==> src/cycle_seq_defs.svh <==
// offsets, field positions, reset values and timing counts of the cycle sequencer
`ifndef CYCLE_SEQ_DEFS_SVH
`define CYCLE_SEQ_DEFS_SVH

`define STATES_PER_CYCLE   6
`define OSC_PER_STATE      2
`define OSC_PER_CYCLE      12
`define PROG_BUS_OSC       6
`define MIN_RESET_OSC      24
`define RESET_HOLD_CYCLES  2'h2
`define SEQ_FIRST_STATE    6'h01

`define PWR_CTRL_OFS       12'h000
`define WAKE_CFG_OFS       12'h004
`define SEQ_STAT_OFS       12'h008

`define IDLE_BIT           0
`define PDOWN_BIT          1
`define PWR_CTRL_RST       2'h0
`define WAKE_CFG_RST       5'h00

`endif

==> src/cycle_seq_pkg.sv <==
// types shared by the cycle sequencer files
package cycle_seq_pkg;

    typedef enum logic [2:0] {
        MODE_RUN   = 3'b001,
        MODE_IDLE  = 3'b010,
        MODE_PDOWN = 3'b100
    } mode_t;

    typedef struct packed {
        logic [5:0] state;
        logic       phase2;
    } seq_t;

    typedef struct packed {
        logic [1:0] trig_sel;
        logic       global_interrupt_enable;
        logic [1:0] int_en;
    } wake_cfg_t;

endpackage : cycle_seq_pkg

==> src/sync2.sv <==
// two flip-flop synchroniser for pin levels
`timescale 1ns/1ps
module sync2 #(
    parameter int WIDTH = 1
) (
    input  logic             pclk,
    input  logic             presetn,
    input  logic [WIDTH-1:0] async_in,
    output logic [WIDTH-1:0] sync_out_reg
);
    logic [WIDTH-1:0] meta_reg;

    always_ff @(posedge pclk or negedge presetn) begin
        if (!presetn) begin
            meta_reg     <= '0;
            sync_out_reg <= '0;
        end else begin
            meta_reg     <= async_in;
            sync_out_reg <= meta_reg;
        end
    end
endmodule : sync2

==> src/state_phase_gen.sv <==
// six-state, two-phase machine cycle generator
`timescale 1ns/1ps
`include "cycle_seq_defs.svh"
module state_phase_gen
    import cycle_seq_pkg::*;
(
    input  logic pclk,
    input  logic presetn,
    input  logic run,
    input  logic restart,
    output seq_t seq_reg
);
    seq_t seq_next;
    wire  [5:0] rot_state = {seq_reg.state[4:0], seq_reg.state[5]};

    // each phase is one oscillator period, state moves after phase 2
    always_comb begin
        seq_next = seq_reg;
        if (restart) begin
            seq_next.state  = `SEQ_FIRST_STATE;
            seq_next.phase2 = 1'b0;
        end else if (run) begin
            seq_next.phase2 = !seq_reg.phase2;
            if (seq_reg.phase2) begin
                seq_next.state = rot_state;
            end
        end
    end

    always_ff @(posedge pclk or negedge presetn) begin
        if (!presetn) begin
            seq_reg <= '{state: `SEQ_FIRST_STATE, phase2: 1'b0};
        end else begin
            seq_reg <= seq_next;
        end
    end

    chk_state_onehot : assert property (@(posedge pclk) disable iff (!presetn)
        $onehot(seq_reg.state))
        else $error("sequencer state not one-hot");

    chk_cycle_wrap : assert property (@(posedge pclk) disable iff (!presetn)
        (seq_reg.state[5] && seq_reg.phase2 && run && !restart)
        |=> (seq_reg.state[0] && !seq_reg.phase2)
        ##1 (seq_reg.state[0] || !$past(run) || $past(restart)))
        else $error("machine cycle did not wrap to first state");

    chk_phase_split : assert property (@(posedge pclk) disable iff (!presetn)
        (!seq_reg.phase2 && run && !restart) |=> ($stable(seq_reg.state) && seq_reg.phase2))
        else $error("state changed without second phase");
endmodule : state_phase_gen

==> src/cycle_sequencer_power_modes.sv <==
// machine-cycle sequencer, fetch scheduling and power modes with apb registers
`timescale 1ns/1ps
`include "cycle_seq_defs.svh"
module cycle_sequencer_power_modes
    import cycle_seq_pkg::*;
(
    input  logic        pclk,
    input  logic        presetn,
    input  logic [11:0] paddr,
    input  logic        psel,
    input  logic        penable,
    input  logic        pwrite,
    input  logic [31:0] pwdata,
    output logic [31:0] prdata_reg,
    output logic        pready_reg,
    output logic        pslverr_reg,
    input  logic        rst_pin,
    input  logic [1:0]  ext_int_n,
    input  logic        ext_program_select,
    input  logic        watchdog_reset,
    input  logic        irq_pending,
    input  logic        external_data_move,
    input  logic        next_byte_needed,
    output seq_t        seq_state,
    output logic        fetch_pulse_reg,
    output logic        opcode_latch_reg,
    output logic        pc_advance_reg,
    output logic        cycle_done_reg,
    output logic        program_store_strobe_n_reg,
    output logic        data_access_reg,
    output logic        cpu_clk_en_reg,
    output logic        periph_clk_en_reg,
    output logic        core_reset_reg,
    output logic [1:0]  ext_int_req_reg,
    output logic [1:0]  wake_req_reg
);
    localparam int DATA_BUS_OSC = 2 * `PROG_BUS_OSC;

    function automatic logic at_slot(input seq_t s, input int idx, input logic ph);
        return s.state[idx] && (s.phase2 == ph);
    endfunction : at_slot

    mode_t       mode_reg;
    mode_t       mode_next;
    logic [1:0]  power_control_reg;
    logic [1:0]  pwr_next;
    wake_cfg_t   wake_cfg_reg;
    wake_cfg_t   cfg_next;
    logic [1:0]  hold_reg;
    logic [1:0]  hold_next;
    logic [1:0]  int_smp_reg;
    logic [1:0]  int_req_next;
    logic [31:0] rdata_mux;
    logic [3:0]  da_len_reg;

    // pin levels cross into the oscillator domain first
    wire  [3:0]  pins_sync;
    sync2 #(
        .WIDTH        (4)
    ) u_pin_sync (
        .pclk         (pclk),
        .presetn      (presetn),
        .async_in     ({ext_program_select, ext_int_n, rst_pin}),
        .sync_out_reg (pins_sync)
    );
    wire         rst_sync     = pins_sync[0];
    wire  [1:0]  int_n_sync   = pins_sync[2:1];
    wire         ext_prog     = pins_sync[3];

    wire         in_run       = (mode_reg == MODE_RUN);
    wire         in_idle      = (mode_reg == MODE_IDLE);
    wire         in_pdown     = (mode_reg == MODE_PDOWN);
    wire         pd_exit      = in_pdown && (mode_next == MODE_RUN);

    // sequencer frozen in power-down, restarted at the first state on wake
    state_phase_gen u_seq (
        .pclk         (pclk),
        .presetn      (presetn),
        .run          (!in_pdown),
        .restart      (pd_exit),
        .seq_reg      (seq_state)
    );

    wire         s1p1         = at_slot(seq_state, 0, 1'b0);
    wire         s4p1         = at_slot(seq_state, 3, 1'b0);
    wire         fifth_state_second_phase = at_slot(seq_state, 4, 1'b1);
    wire         s6p2         = at_slot(seq_state, 5, 1'b1);
    wire         prog_win     = |{seq_state.state[4:3], seq_state.state[1:0]};

    wire         cpu_run      = in_run && !core_reset_reg;
    wire         fetch_ok     = cpu_run && !data_access_reg;
    wire         enter_point  = s6p2 && cpu_run;
    wire         resetting    = (hold_next != 2'h0);

    // apb decode; zero-wait answer one cycle after setup
    wire         apb_setup    = psel && !penable;
    wire         apb_done     = psel && penable && pready_reg;
    wire         hit_pwr      = (paddr == `PWR_CTRL_OFS);
    wire         hit_cfg      = (paddr == `WAKE_CFG_OFS);
    wire         hit_stat     = (paddr == `SEQ_STAT_OFS);
    wire         mapped       = hit_pwr || hit_cfg || hit_stat;
    wire         pwr_wr       = apb_done && pwrite && hit_pwr;
    wire         cfg_wr       = apb_done && pwrite && hit_cfg;

    // wake conditions
    wire         wd_reset     = watchdog_reset && !in_pdown;
    wire         pin_reset    = fifth_state_second_phase && rst_sync;
    wire         pd_wake_rst  = in_pdown && rst_sync;
    wire  [1:0]  pd_wake_int  = {2{in_pdown && wake_cfg_reg.global_interrupt_enable}}
                                & wake_cfg_reg.int_en & ~wake_cfg_reg.trig_sel & ~int_n_sync;
    wire         idle_wake    = in_idle && irq_pending;

    always_comb begin
        rdata_mux = 32'h0;
        if (hit_pwr) begin
            rdata_mux = {30'h0, power_control_reg};
        end else if (hit_cfg) begin
            rdata_mux = {27'h0, wake_cfg_reg};
        end else if (hit_stat) begin
            rdata_mux = {18'h0, ext_int_req_reg, data_access_reg, core_reset_reg, seq_state, mode_reg};
        end
    end

    // internal reset held two machine cycles after the pin is last seen high
    always_comb begin
        hold_next = hold_reg;
        if (wd_reset || pin_reset || pd_wake_rst) begin
            hold_next = `RESET_HOLD_CYCLES;
        end else if (fifth_state_second_phase && hold_reg != 2'h0) begin
            hold_next = hold_reg - 2'h1;
        end
    end

    always_comb begin
        mode_next = mode_reg;
        case (mode_reg)
            MODE_RUN: begin
                if (resetting) begin
                    mode_next = MODE_RUN;
                end else if (enter_point && power_control_reg[`PDOWN_BIT]) begin
                    mode_next = MODE_PDOWN;
                end else if (enter_point && power_control_reg[`IDLE_BIT]) begin
                    mode_next = MODE_IDLE;
                end
            end
            MODE_IDLE: begin
                if (resetting || idle_wake) begin
                    mode_next = MODE_RUN;
                end
            end
            MODE_PDOWN: begin
                // no reset on interrupt wake, so the core resumes where it stopped
                if (pd_wake_rst || (|pd_wake_int)) begin
                    mode_next = MODE_RUN;
                end
            end
            default: begin
                mode_next = MODE_RUN;
            end
        endcase
    end

    // a software write in the same cycle as an idle-wake or power-down-exit clear wins; internal reset wins over the write
    always_comb begin
        pwr_next = power_control_reg;
        if (resetting) begin
            pwr_next = `PWR_CTRL_RST;
        end else begin
            if (idle_wake) begin
                pwr_next[`IDLE_BIT] = 1'b0;
            end
            if (pd_exit) begin
                pwr_next = `PWR_CTRL_RST; // idle request dropped too, else the core falls into idle
            end
            if (pwr_wr) begin
                pwr_next = pwdata[1:0];
            end
        end
    end

    assign cfg_next = resetting ? wake_cfg_t'(`WAKE_CFG_RST) : cfg_wr ? wake_cfg_t'(pwdata[4:0]) : wake_cfg_reg;

    // edge mode looks for high then low on successive machine-cycle samples
    assign int_req_next = (wake_cfg_reg.trig_sel & int_smp_reg & ~int_n_sync)
                          | (~wake_cfg_reg.trig_sel & ~int_n_sync);

    always_ff @(posedge pclk or negedge presetn) begin
        if (!presetn) begin
            mode_reg          <= MODE_RUN;
            power_control_reg <= `PWR_CTRL_RST;
            wake_cfg_reg      <= wake_cfg_t'(`WAKE_CFG_RST);
            hold_reg          <= 2'h0;
            core_reset_reg    <= 1'b0;
        end else begin
            mode_reg          <= mode_next;
            power_control_reg <= pwr_next;
            wake_cfg_reg      <= cfg_next;
            hold_reg          <= hold_next;
            core_reset_reg    <= resetting;
        end
    end

    always_ff @(posedge pclk or negedge presetn) begin
        if (!presetn) begin
            cpu_clk_en_reg    <= 1'b1;
            periph_clk_en_reg <= 1'b1;
            wake_req_reg      <= 2'h0;
        end else begin
            cpu_clk_en_reg    <= (mode_next == MODE_RUN);
            periph_clk_en_reg <= (mode_next != MODE_PDOWN);
            wake_req_reg      <= pd_wake_int;
        end
    end

    always_ff @(posedge pclk or negedge presetn) begin
        if (!presetn) begin
            int_smp_reg     <= 2'h3;
            ext_int_req_reg <= 2'h0;
        end else if (fifth_state_second_phase) begin
            int_smp_reg     <= int_n_sync;
            ext_int_req_reg <= int_req_next;
        end
    end

    // fetch timing ignores where program memory lives; only the strobe depends on it
    always_ff @(posedge pclk or negedge presetn) begin
        if (!presetn) begin
            fetch_pulse_reg            <= 1'b0;
            opcode_latch_reg           <= 1'b0;
            pc_advance_reg             <= 1'b0;
            cycle_done_reg             <= 1'b0;
            program_store_strobe_n_reg <= 1'b1;
        end else begin
            fetch_pulse_reg            <= fetch_ok && (s1p1 || s4p1);
            opcode_latch_reg           <= fetch_ok && s1p1;
            pc_advance_reg             <= fetch_ok && (s1p1 || (s4p1 && next_byte_needed));
            cycle_done_reg             <= cpu_run && s6p2;
            program_store_strobe_n_reg <= !(ext_prog && fetch_ok && prog_win);
        end
    end

    // data access owns the bus for the whole second machine cycle
    always_ff @(posedge pclk or negedge presetn) begin
        if (!presetn) begin
            data_access_reg <= 1'b0;
            da_len_reg      <= 4'h0;
        end else begin
            if (resetting) begin
                data_access_reg <= 1'b0;
            end else if (s6p2) begin
                data_access_reg <= cpu_run && external_data_move && !data_access_reg;
            end
            da_len_reg <= data_access_reg ? da_len_reg + 4'h1 : 4'h0;
        end
    end

    always_ff @(posedge pclk or negedge presetn) begin
        if (!presetn) begin
            pready_reg  <= 1'b0;
            pslverr_reg <= 1'b0;
            prdata_reg  <= 32'h0;
        end else begin
            pready_reg  <= apb_setup;
            pslverr_reg <= apb_setup && !mapped;
            prdata_reg  <= apb_setup ? rdata_mux : prdata_reg;
        end
    end

    chk_second_fetch : assert property (@(posedge pclk) disable iff (!presetn)
        (s4p1 && fetch_ok) |=> (fetch_pulse_reg && (pc_advance_reg == $past(next_byte_needed))))
        else $error("second fetch or counter advance wrong");

    chk_opcode_first : assert property (@(posedge pclk) disable iff (!presetn)
        (s1p1 && fetch_ok) |=> (opcode_latch_reg && fetch_pulse_reg) ##1 !opcode_latch_reg)
        else $error("opcode latch not a first-state pulse");

    chk_external_data_move_nofetch : assert property (@(posedge pclk) disable iff (!presetn)
        data_access_reg |=> !opcode_latch_reg && !(fetch_pulse_reg && $past(s4p1)))
        else $error("fetch during data access cycle");

    chk_strobe_skip : assert property (@(posedge pclk) disable iff (!presetn)
        data_access_reg |-> program_store_strobe_n_reg)
        else $error("program strobe during data access");

    chk_data_bus_len : assert property (@(posedge pclk) disable iff (!presetn)
        ($fell(data_access_reg) && !core_reset_reg) |-> (da_len_reg == 4'(DATA_BUS_OSC)))
        else $error("data bus cycle not twice a program bus cycle");

    chk_enter_powerdown : assert property (@(posedge pclk) disable iff (!presetn)
        (enter_point && !resetting && power_control_reg[`PDOWN_BIT]) |=> in_pdown && !periph_clk_en_reg)
        else $error("power-down not entered at cycle end");

    chk_enter_idle : assert property (@(posedge pclk) disable iff (!presetn)
        (enter_point && !resetting && power_control_reg == 2'h1) |=> in_idle && !cpu_clk_en_reg
        && periph_clk_en_reg)
        else $error("idle not entered at cycle end");

    chk_idle_wake : assert property (@(posedge pclk) disable iff (!presetn)
        (in_idle && irq_pending && !pwr_wr) |=> in_run && !power_control_reg[`IDLE_BIT] && cpu_clk_en_reg)
        else $error("interrupt did not end idle");

    chk_pd_frozen : assert property (@(posedge pclk) disable iff (!presetn)
        (in_pdown && !rst_sync && pd_wake_int == 2'h0) |=> in_pdown && $stable(seq_state) && !core_reset_reg)
        else $error("power-down left without wake source");

    chk_pd_reset_wake : assert property (@(posedge pclk) disable iff (!presetn)
        (in_pdown && rst_sync) |=> in_run && core_reset_reg && seq_state.state[0])
        else $error("reset pin did not end power-down");

    chk_reset_sample : assert property (@(posedge pclk) disable iff (!presetn)
        ($rose(core_reset_reg) && !$past(watchdog_reset) && !$past(in_pdown)) |-> $past(fifth_state_second_phase))
        else $error("reset applied outside sample slot");
endmodule : cycle_sequencer_power_modes

==> config.mk <==
export PLATFORM = sky130hd
export DESIGN_NAME = cycle_sequencer_power_modes
export DESIGN_NICKNAME = d
export VERILOG_FILES = /design/src/cycle_seq_pkg.sv /design/src/sync2.sv /design/src/state_phase_gen.sv /design/src/cycle_sequencer_power_modes.sv
export VERILOG_INCLUDE_DIRS = /design/src
export SDC_FILE = /design/constraint.sdc
export NUM_CORES = 1
export LEC_CHECK = 0
export BUFFER_PORTS_ARGS = -buffer_cell sky130_fd_sc_hd__buf_2
export CORE_UTILIZATION = 49
export CTS_BUF_LIST = sky130_fd_sc_hd__clkbuf_8
export DETAILED_ROUTE_END_ITERATION = 8
export PLACE_DENSITY_LB_ADDON = 0.05
export SLEW_MARGIN = 20
export SYNTH_ARGS = -nofsm -noshare
export SYNTH_HDL_FRONTEND = slang
export SYNTH_SLANG_ARGS = --single-unit
export TNS_END_PERCENT = 10
==> constraint.sdc <==
create_clock -name pclk -period 2.1 [get_ports pclk]
set_input_delay 0.21 -clock pclk [delete_from_list [all_inputs] [get_ports pclk]]
set_output_delay 0.21 -clock pclk [all_outputs]
set_load 0.1 [all_outputs]
### Word-level counts from Yosys, hierarchy flattened

Index checks and enable logic that the tools add are counted.

* muxes and demuxes: 22
* equality and inequality tests: 8
* add/subtract/negate cells: 1
* reductions and logical operators: 57
* bitwise logic cells: 10

Operator list (number)
* 14-bit 2-to-1 mux: 3
* 1-bit logical AND: 31
* 3-bit 2-to-1 mux: 5
* 7-bit 2-to-1 mux: 2
* 2-bit bitwise AND: 6
* 12-bit by 3-bit == test with 1-bit output, second input constant: 1
* 12-bit by 4-bit == test with 1-bit output, second input constant: 1
* 12-bit logical NOT: 1
* 2-bit 2-to-1 mux: 5
* 5-bit 2-to-1 mux: 2
* 2-bit nonzero test: 5
* 3-bit one-hot mux with 3 select lines: 1
* 1-bit logical OR: 8
* 1-bit logical NOT: 7
* 3-bit by 1-bit == test with 1-bit output, second input constant: 2
* 6-bit 2-to-1 mux: 1
* 2-bit NOT: 2
* 4-bit nonzero test: 1
* 4-bit OR reduction: 1
* 3-bit by 2-bit == test with 1-bit output, second input constant: 1
* 3-bit == test, second input constant: 1
* 1-bit 2-to-1 mux: 3
* 3-bit != test, second input constant: 1
* 3-bit nonzero test: 1
* 6 further kinds: 6

* word-level logic and storage cells: 124
* output and inout bits: 54
* input port bits: 57
* register bits: 76

### Depth between registers and ports, before layout

* word-level depth: 15
* mapped depth: 7
* depth with buffers taken out: 6

### Hierarchy

A second synthesis with hierarchy kept.

* cells, all modules: 219
* area total of the unflattened synthesis: 2551.2 µm²

By module, submodules not included
* cycle_sequencer_power_modes: area an instance 2038.2 µm², instances 1, sequential area each 1083.5 µm², cells each 186
* state_phase_gen: area an instance 312.8 µm², instances 1, sequential area each 176.4 µm², cells each 25
* sync2: area an instance 200.2 µm², instances 1, sequential area each 200.2 µm², cells each 8

### Worst setup path before layout

Ideal clock, no wire load.

* path type: reg2reg
* from: reg u_seq.seq_reg[0] (netlist bit)
* to: reg wake_cfg_reg[0] (netlist bit)
* data arrival time: 2.199 ns
* buffers on the path: 2
* setup time: 0.077 ns
* data required time: 2.023 ns
* path slack: -0.176 ns
* cell stages (with the launch flop): 7
* clock period less this slack: 2.276 ns
* path through: dfrtp_1 buf_2 nand3b_1 xnor2_1 o2111ai_4 buf_6 a21oi_1

* word-level cells in the longest chain between the ends: 7
* elaborated cells between the ends (all ways): 10
* classes of those cells: 3 x mux; 7 x reduce/logical

Ends and longest elaborated chain
* start: declaration: RTL line state_phase_gen.sv:11 `output seq_t seq_reg`
* start signal: assignment: RTL line state_phase_gen.sv:32 `` seq_reg <= '{state: `SEQ_FIRST_STATE, phase2: 1'b0}; ``
* start signal: assignment: RTL line state_phase_gen.sv:34 `seq_reg <= seq_next;`
* 1-bit logical AND *: RTL line cycle_sequencer_power_modes.sv:40 `return s.state[idx] && (s.phase2 == ph);`
* 1-bit logical AND: RTL line cycle_sequencer_power_modes.sv:107 `wire pin_reset = fifth_state_second_phase && rst_sync;`
* 1-bit logical OR (2 in a row): RTL line cycle_sequencer_power_modes.sv:127 `if (wd_reset || pin_reset || pd_wake_rst) begin`
* 2-bit 2-to-1 mux *: RTL line cycle_sequencer_power_modes.sv:127
* 2-bit nonzero test *: RTL line cycle_sequencer_power_modes.sv:93 `wire resetting = (hold_next != 2'h0);`
* via resetting: RTL line cycle_sequencer_power_modes.sv:93
* 5-bit 2-to-1 mux / 2-bit nonzero test (equally long branches)
* end signal: assignment: RTL line cycle_sequencer_power_modes.sv:191 `` wake_cfg_reg <= wake_cfg_t'(`WAKE_CFG_RST); ``
* end signal: assignment: RTL line cycle_sequencer_power_modes.sv:197 `wake_cfg_reg <= cfg_next;`
* end: declaration: RTL line cycle_sequencer_power_modes.sv:47 `wake_cfg_t wake_cfg_reg;`

Mark *: on every way through the listed nets, which the timed path passes. The rest lies on a longest branch.
A chain may end at the register's enable or synchronous reset.

### Worst setup path in the final report

* from: reg hold_reg[0]
* to: reg periph_clk_en_reg

* word-level cells in the longest chain between the ends: 9
* elaborated cells between the ends (all ways): 11
* classes of those cells: 1 x add/sub; 1 x eq/ne; 5 x mux; 4 x reduce/logical

Ends and longest elaborated chain
* start: declaration: RTL line cycle_sequencer_power_modes.sv:49 `logic [1:0] hold_reg;`
* start signal: assignment: RTL line cycle_sequencer_power_modes.sv:198 `hold_reg <= hold_next;`
* branches (longest 2 deep; another with 2-bit by 1-bit subtractor with 2-bit output)
* 2-bit 2-to-1 mux *: RTL line cycle_sequencer_power_modes.sv:129 `end else if (fifth_state_second_phase && hold_reg != 2'h0) begin`
* 2-bit 2-to-1 mux *: RTL line cycle_sequencer_power_modes.sv:127
* 2-bit nonzero test *: RTL line cycle_sequencer_power_modes.sv:93
* 1-bit logical OR: RTL line cycle_sequencer_power_modes.sv:147 `if (resetting || idle_wake) begin`
* 3-bit 2-to-1 mux: RTL line cycle_sequencer_power_modes.sv:147
* 3-bit one-hot mux with 3 select lines *: RTL line cycle_sequencer_power_modes.sv:136 `case (mode_reg)`
* 3-bit != test *: RTL line cycle_sequencer_power_modes.sv:210 `periph_clk_en_reg <= (mode_next != MODE_PDOWN);`
* end signal: assignment: RTL line cycle_sequencer_power_modes.sv:210
* end: declaration: RTL line cycle_sequencer_power_modes.sv:32 `output logic periph_clk_en_reg,`

Mark *: on every way between the ends.

==> impl_metrics.env <==
export IMPL_path_cells="inv_1, ha_1, nand3b_1, xnor2_1, o2111ai_4, o21ba_2"
export IMPL_core_area_um2=5110
export IMPL_max_freq_mhz=540
export IMPL_clk_pin_slew_ns=0.06
export IMPL_path_delay_family="compound AO/OA/AOI/OAI gates"
export IMPL_num_fill_cells=445
export IMPL_num_io_pins=111
export IMPL_cts_max_level=3
export IMPL_hold_ws_ns=0.126
export IMPL_clock_power_share=0.425
export IMPL_cpPeakStageDelay_ns=0.35
export IMPL_p_leak_nw=1.53
export IMPL_synthArstFlopShare=1.00
export IMPL_die_area_um2=5590
export IMPL_insertion_delay_ns=0.33
export IMPL_final_util=0.630
export IMPL_grt_usage=0.214
export IMPL_antenna_found_initial=0
export IMPL_critPathSlowestCell="xnor2_1"
export IMPL_synth_edff_count=0
export IMPL_fin_crit_ns=1.85
export IMPL_required_ns=2.37
export IMPL_p_per_area_nw_per_um2=747
export IMPL_setup_slack_ns=0.248
export IMPL_crit_path_start_kind="register"
export IMPL_maxCapViolations=0
export IMPL_synthFlopType="dfrtp_1"
export IMPL_use_met1=0.287
export IMPL_worst_pin_slew_ns=0.571
export IMPL_yosysTopAreaCellShare=0.492
export IMPL_syn_area_um2=2600
export IMPL_use_met2=0.332
export IMPL_crit_arrival_ns=2.12
export IMPL_n_antenna_cell=0
export IMPL_switching_share=0.264
export IMPL_synth_common_cells="dfrtp_1 (51), nand2_1 (19), buf_4 (18)"
export IMPL_start_util=0.508
export IMPL_cts_resized=0
export IMPL_rows=26
export IMPL_first_pass_iters=4
export IMPL_drtIter0Drc=93
export IMPL_via_per_inst=5.15
export IMPL_ir_drop_v=0.000368
export IMPL_grt_util_met3=0.0375
export IMPL_p_switching_uw=635
export IMPL_final_nets=370
export IMPL_synthToLayoutAreaGrowth_pct=23.9
export IMPL_setup_viol=0
export IMPL_ys_ff_latch=58
export IMPL_cp_end_kind="register"
export IMPL_timing_critical_path_from="hold_reg[0]"
export IMPL_setup_tns_final_ns=0
export IMPL_min_from="next_byte_needed"
export IMPL_place_gp_congestion=0.810
export IMPL_grt_max_degree=59
export IMPL_outcome="completed"
export IMPL_placed_cells=366
export IMPL_drv_slew=0
export IMPL_pre_cts_slack_ns=0.268
export IMPL_synth_top_cell_by_area="dfrtp_1"
export IMPL_avgSynthCellArea_um2=11.1
export IMPL_final_antenna_net_count=0
export IMPL_p_comb_frac=0.104
export IMPL_clk_path_buf_depth=2
export IMPL_hold_violations=0
export IMPL_syn_inst=234
export IMPL_remaining_drc_errors=0
export IMPL_clock_sinks=58
export IMPL_reg2reg_from="hold_reg[0]"
export IMPL_synth_area_leaders="dfrtp_1 (49%), dfstp_2 (7.1%), buf_4 (5.2%)"
export IMPL_die_y_um=74.8
export IMPL_grt_pass1_vias=1803
export IMPL_die_w_um=74.8
export IMPL_crit_buf_inv=1
export IMPL_critPathMaxFanout=14
export IMPL_path_class="register to register"
export IMPL_cts_setup_buffers=0
export IMPL_dpl_hpwl_um=3830
export IMPL_drive_above_1_share=0.334
export IMPL_clk_root_buffer_cell="clkbuf_8"
export IMPL_multi_input_area_um2=998
export IMPL_period_share=0.882
export IMPL_overflow=0
export IMPL_ys_warn_count=0
export IMPL_busiest_layer="met2"
export IMPL_intPower_mw=1.77
export IMPL_synth_seq_area_share=0.562
export IMPL_portBuffers=65
export IMPL_largest_register_ffs=14
export IMPL_synth_cell_types=44
export IMPL_synth_most_common_cell="dfrtp_1"
export IMPL_post_drt_wl_per_cell_um=14.0
export IMPL_seqPwrFrac=0.471
export IMPL_grt_pass1_wl_um=8520
export IMPL_hp_class="primary input to register"
export IMPL_rsz0062_at_grt="no"
export IMPL_ff_latch_area_um2=1460
export IMPL_routed_wl_um=5420
export IMPL_numCtsBuffers=9
export IMPL_finClkSkew_ns=0.00797
export IMPL_maxSlewHeadroom=0.619
export IMPL_holdBufCountCts=5
export IMPL_instances_no_fill=387
export IMPL_cts_tree="built"
export IMPL_routed_via_count=1994
logic make-up after synthesis:
group	after synthesis	share of synthesized area
XOR/XNOR	1	0.00337
AO/OA/AOI/OAI	56	0.165
multiplexers	4	0.0164
adder cells (fa/ha/maj)	1	0.00482
other	1	0.00144
flip-flops	58	0.562
AND/OR/NAND/NOR	80	0.169
buffers and inverters	33	0.0776
per-layer routing:
layer / up-vias / share of wire
met4: 0 / 0.017
met3: 7 / 0.048
met5: - / 0
met2: 60 / 0.48
li1: 964 / -
met1: 963 / 0.46
power groups by stage:
stage | sequential, mW | combinational [mW] | clock [mW]
2_1_floorplan | 1.17 | 0.191 | 0
3_3_place_gp | 1.15 | 0.243 | 0
3_5_place_dp | 1.15 | 0.244 | 0
4_1_cts | 1.13 | 0.252 | 1.04
5_1_grt | 1.13 | 0.265 | 1.09
6_report | 1.13 | 0.250 | 1.02
cell usage in the layout, fill, tap and decap left out, types with 5 or more instances in the layout:
cell type,n
nand2b_1,5
dfstp_2,7
dfrtp_1,49
nand2_1,19
clkbuf_8,11
buf_4,7
buf_2,65
dlygate4sd3_1,5
nand3_1,11
o21ai_0,9
nor4_1,5
nor2b_1,5
inv_1,8
nor2_1,12
conb_1,18
a21oi_1,9
a22o_1,13
o31ai_1,8
tightest hold or removal path, delay by kind of cell:
family	cells	cell delay (ns)
buf+inv	1	0.08
simple gates	1	0.08
compound gates	1	0.05
stage by stage:
step           cell area (um2)  total power [mW]
5_1_grt                   3220              2.49
3_3_place_gp              2970              1.40
6_report                  3220              2.40
2_1_floorplan             2660              1.36
4_1_cts                   3220              2.42
3_5_place_dp              2970              1.40
worst paths after layout:
path / end / slack [ns] / cells past startpoint
worst max-delay path: periph_clk_en_reg / 0.25 / 6
worst min-delay path: pc_advance_reg / 0.13 / 3
worst max register to register: periph_clk_en_reg / 0.25 / 6
worst min register to register: u_pin_sync.sync_out_reg[1] / 0.35 / 0
max in group asynchronous: int_smp_reg[0] / 1.39 / 3
min in group asynchronous: prdata_reg[11] / 0.41 / 3
layout make-up:
class                      count  share of cell area
tap                           70              0.0272
timing repair buffer          78               0.139
clock buffer                  11              0.0471
clock inverter                 5              0.0152
inverter                       5             0.00584
sequential                    58               0.455
multi-input combinational    160               0.311
No activity file was read; power rests on OpenSTA's default activity.
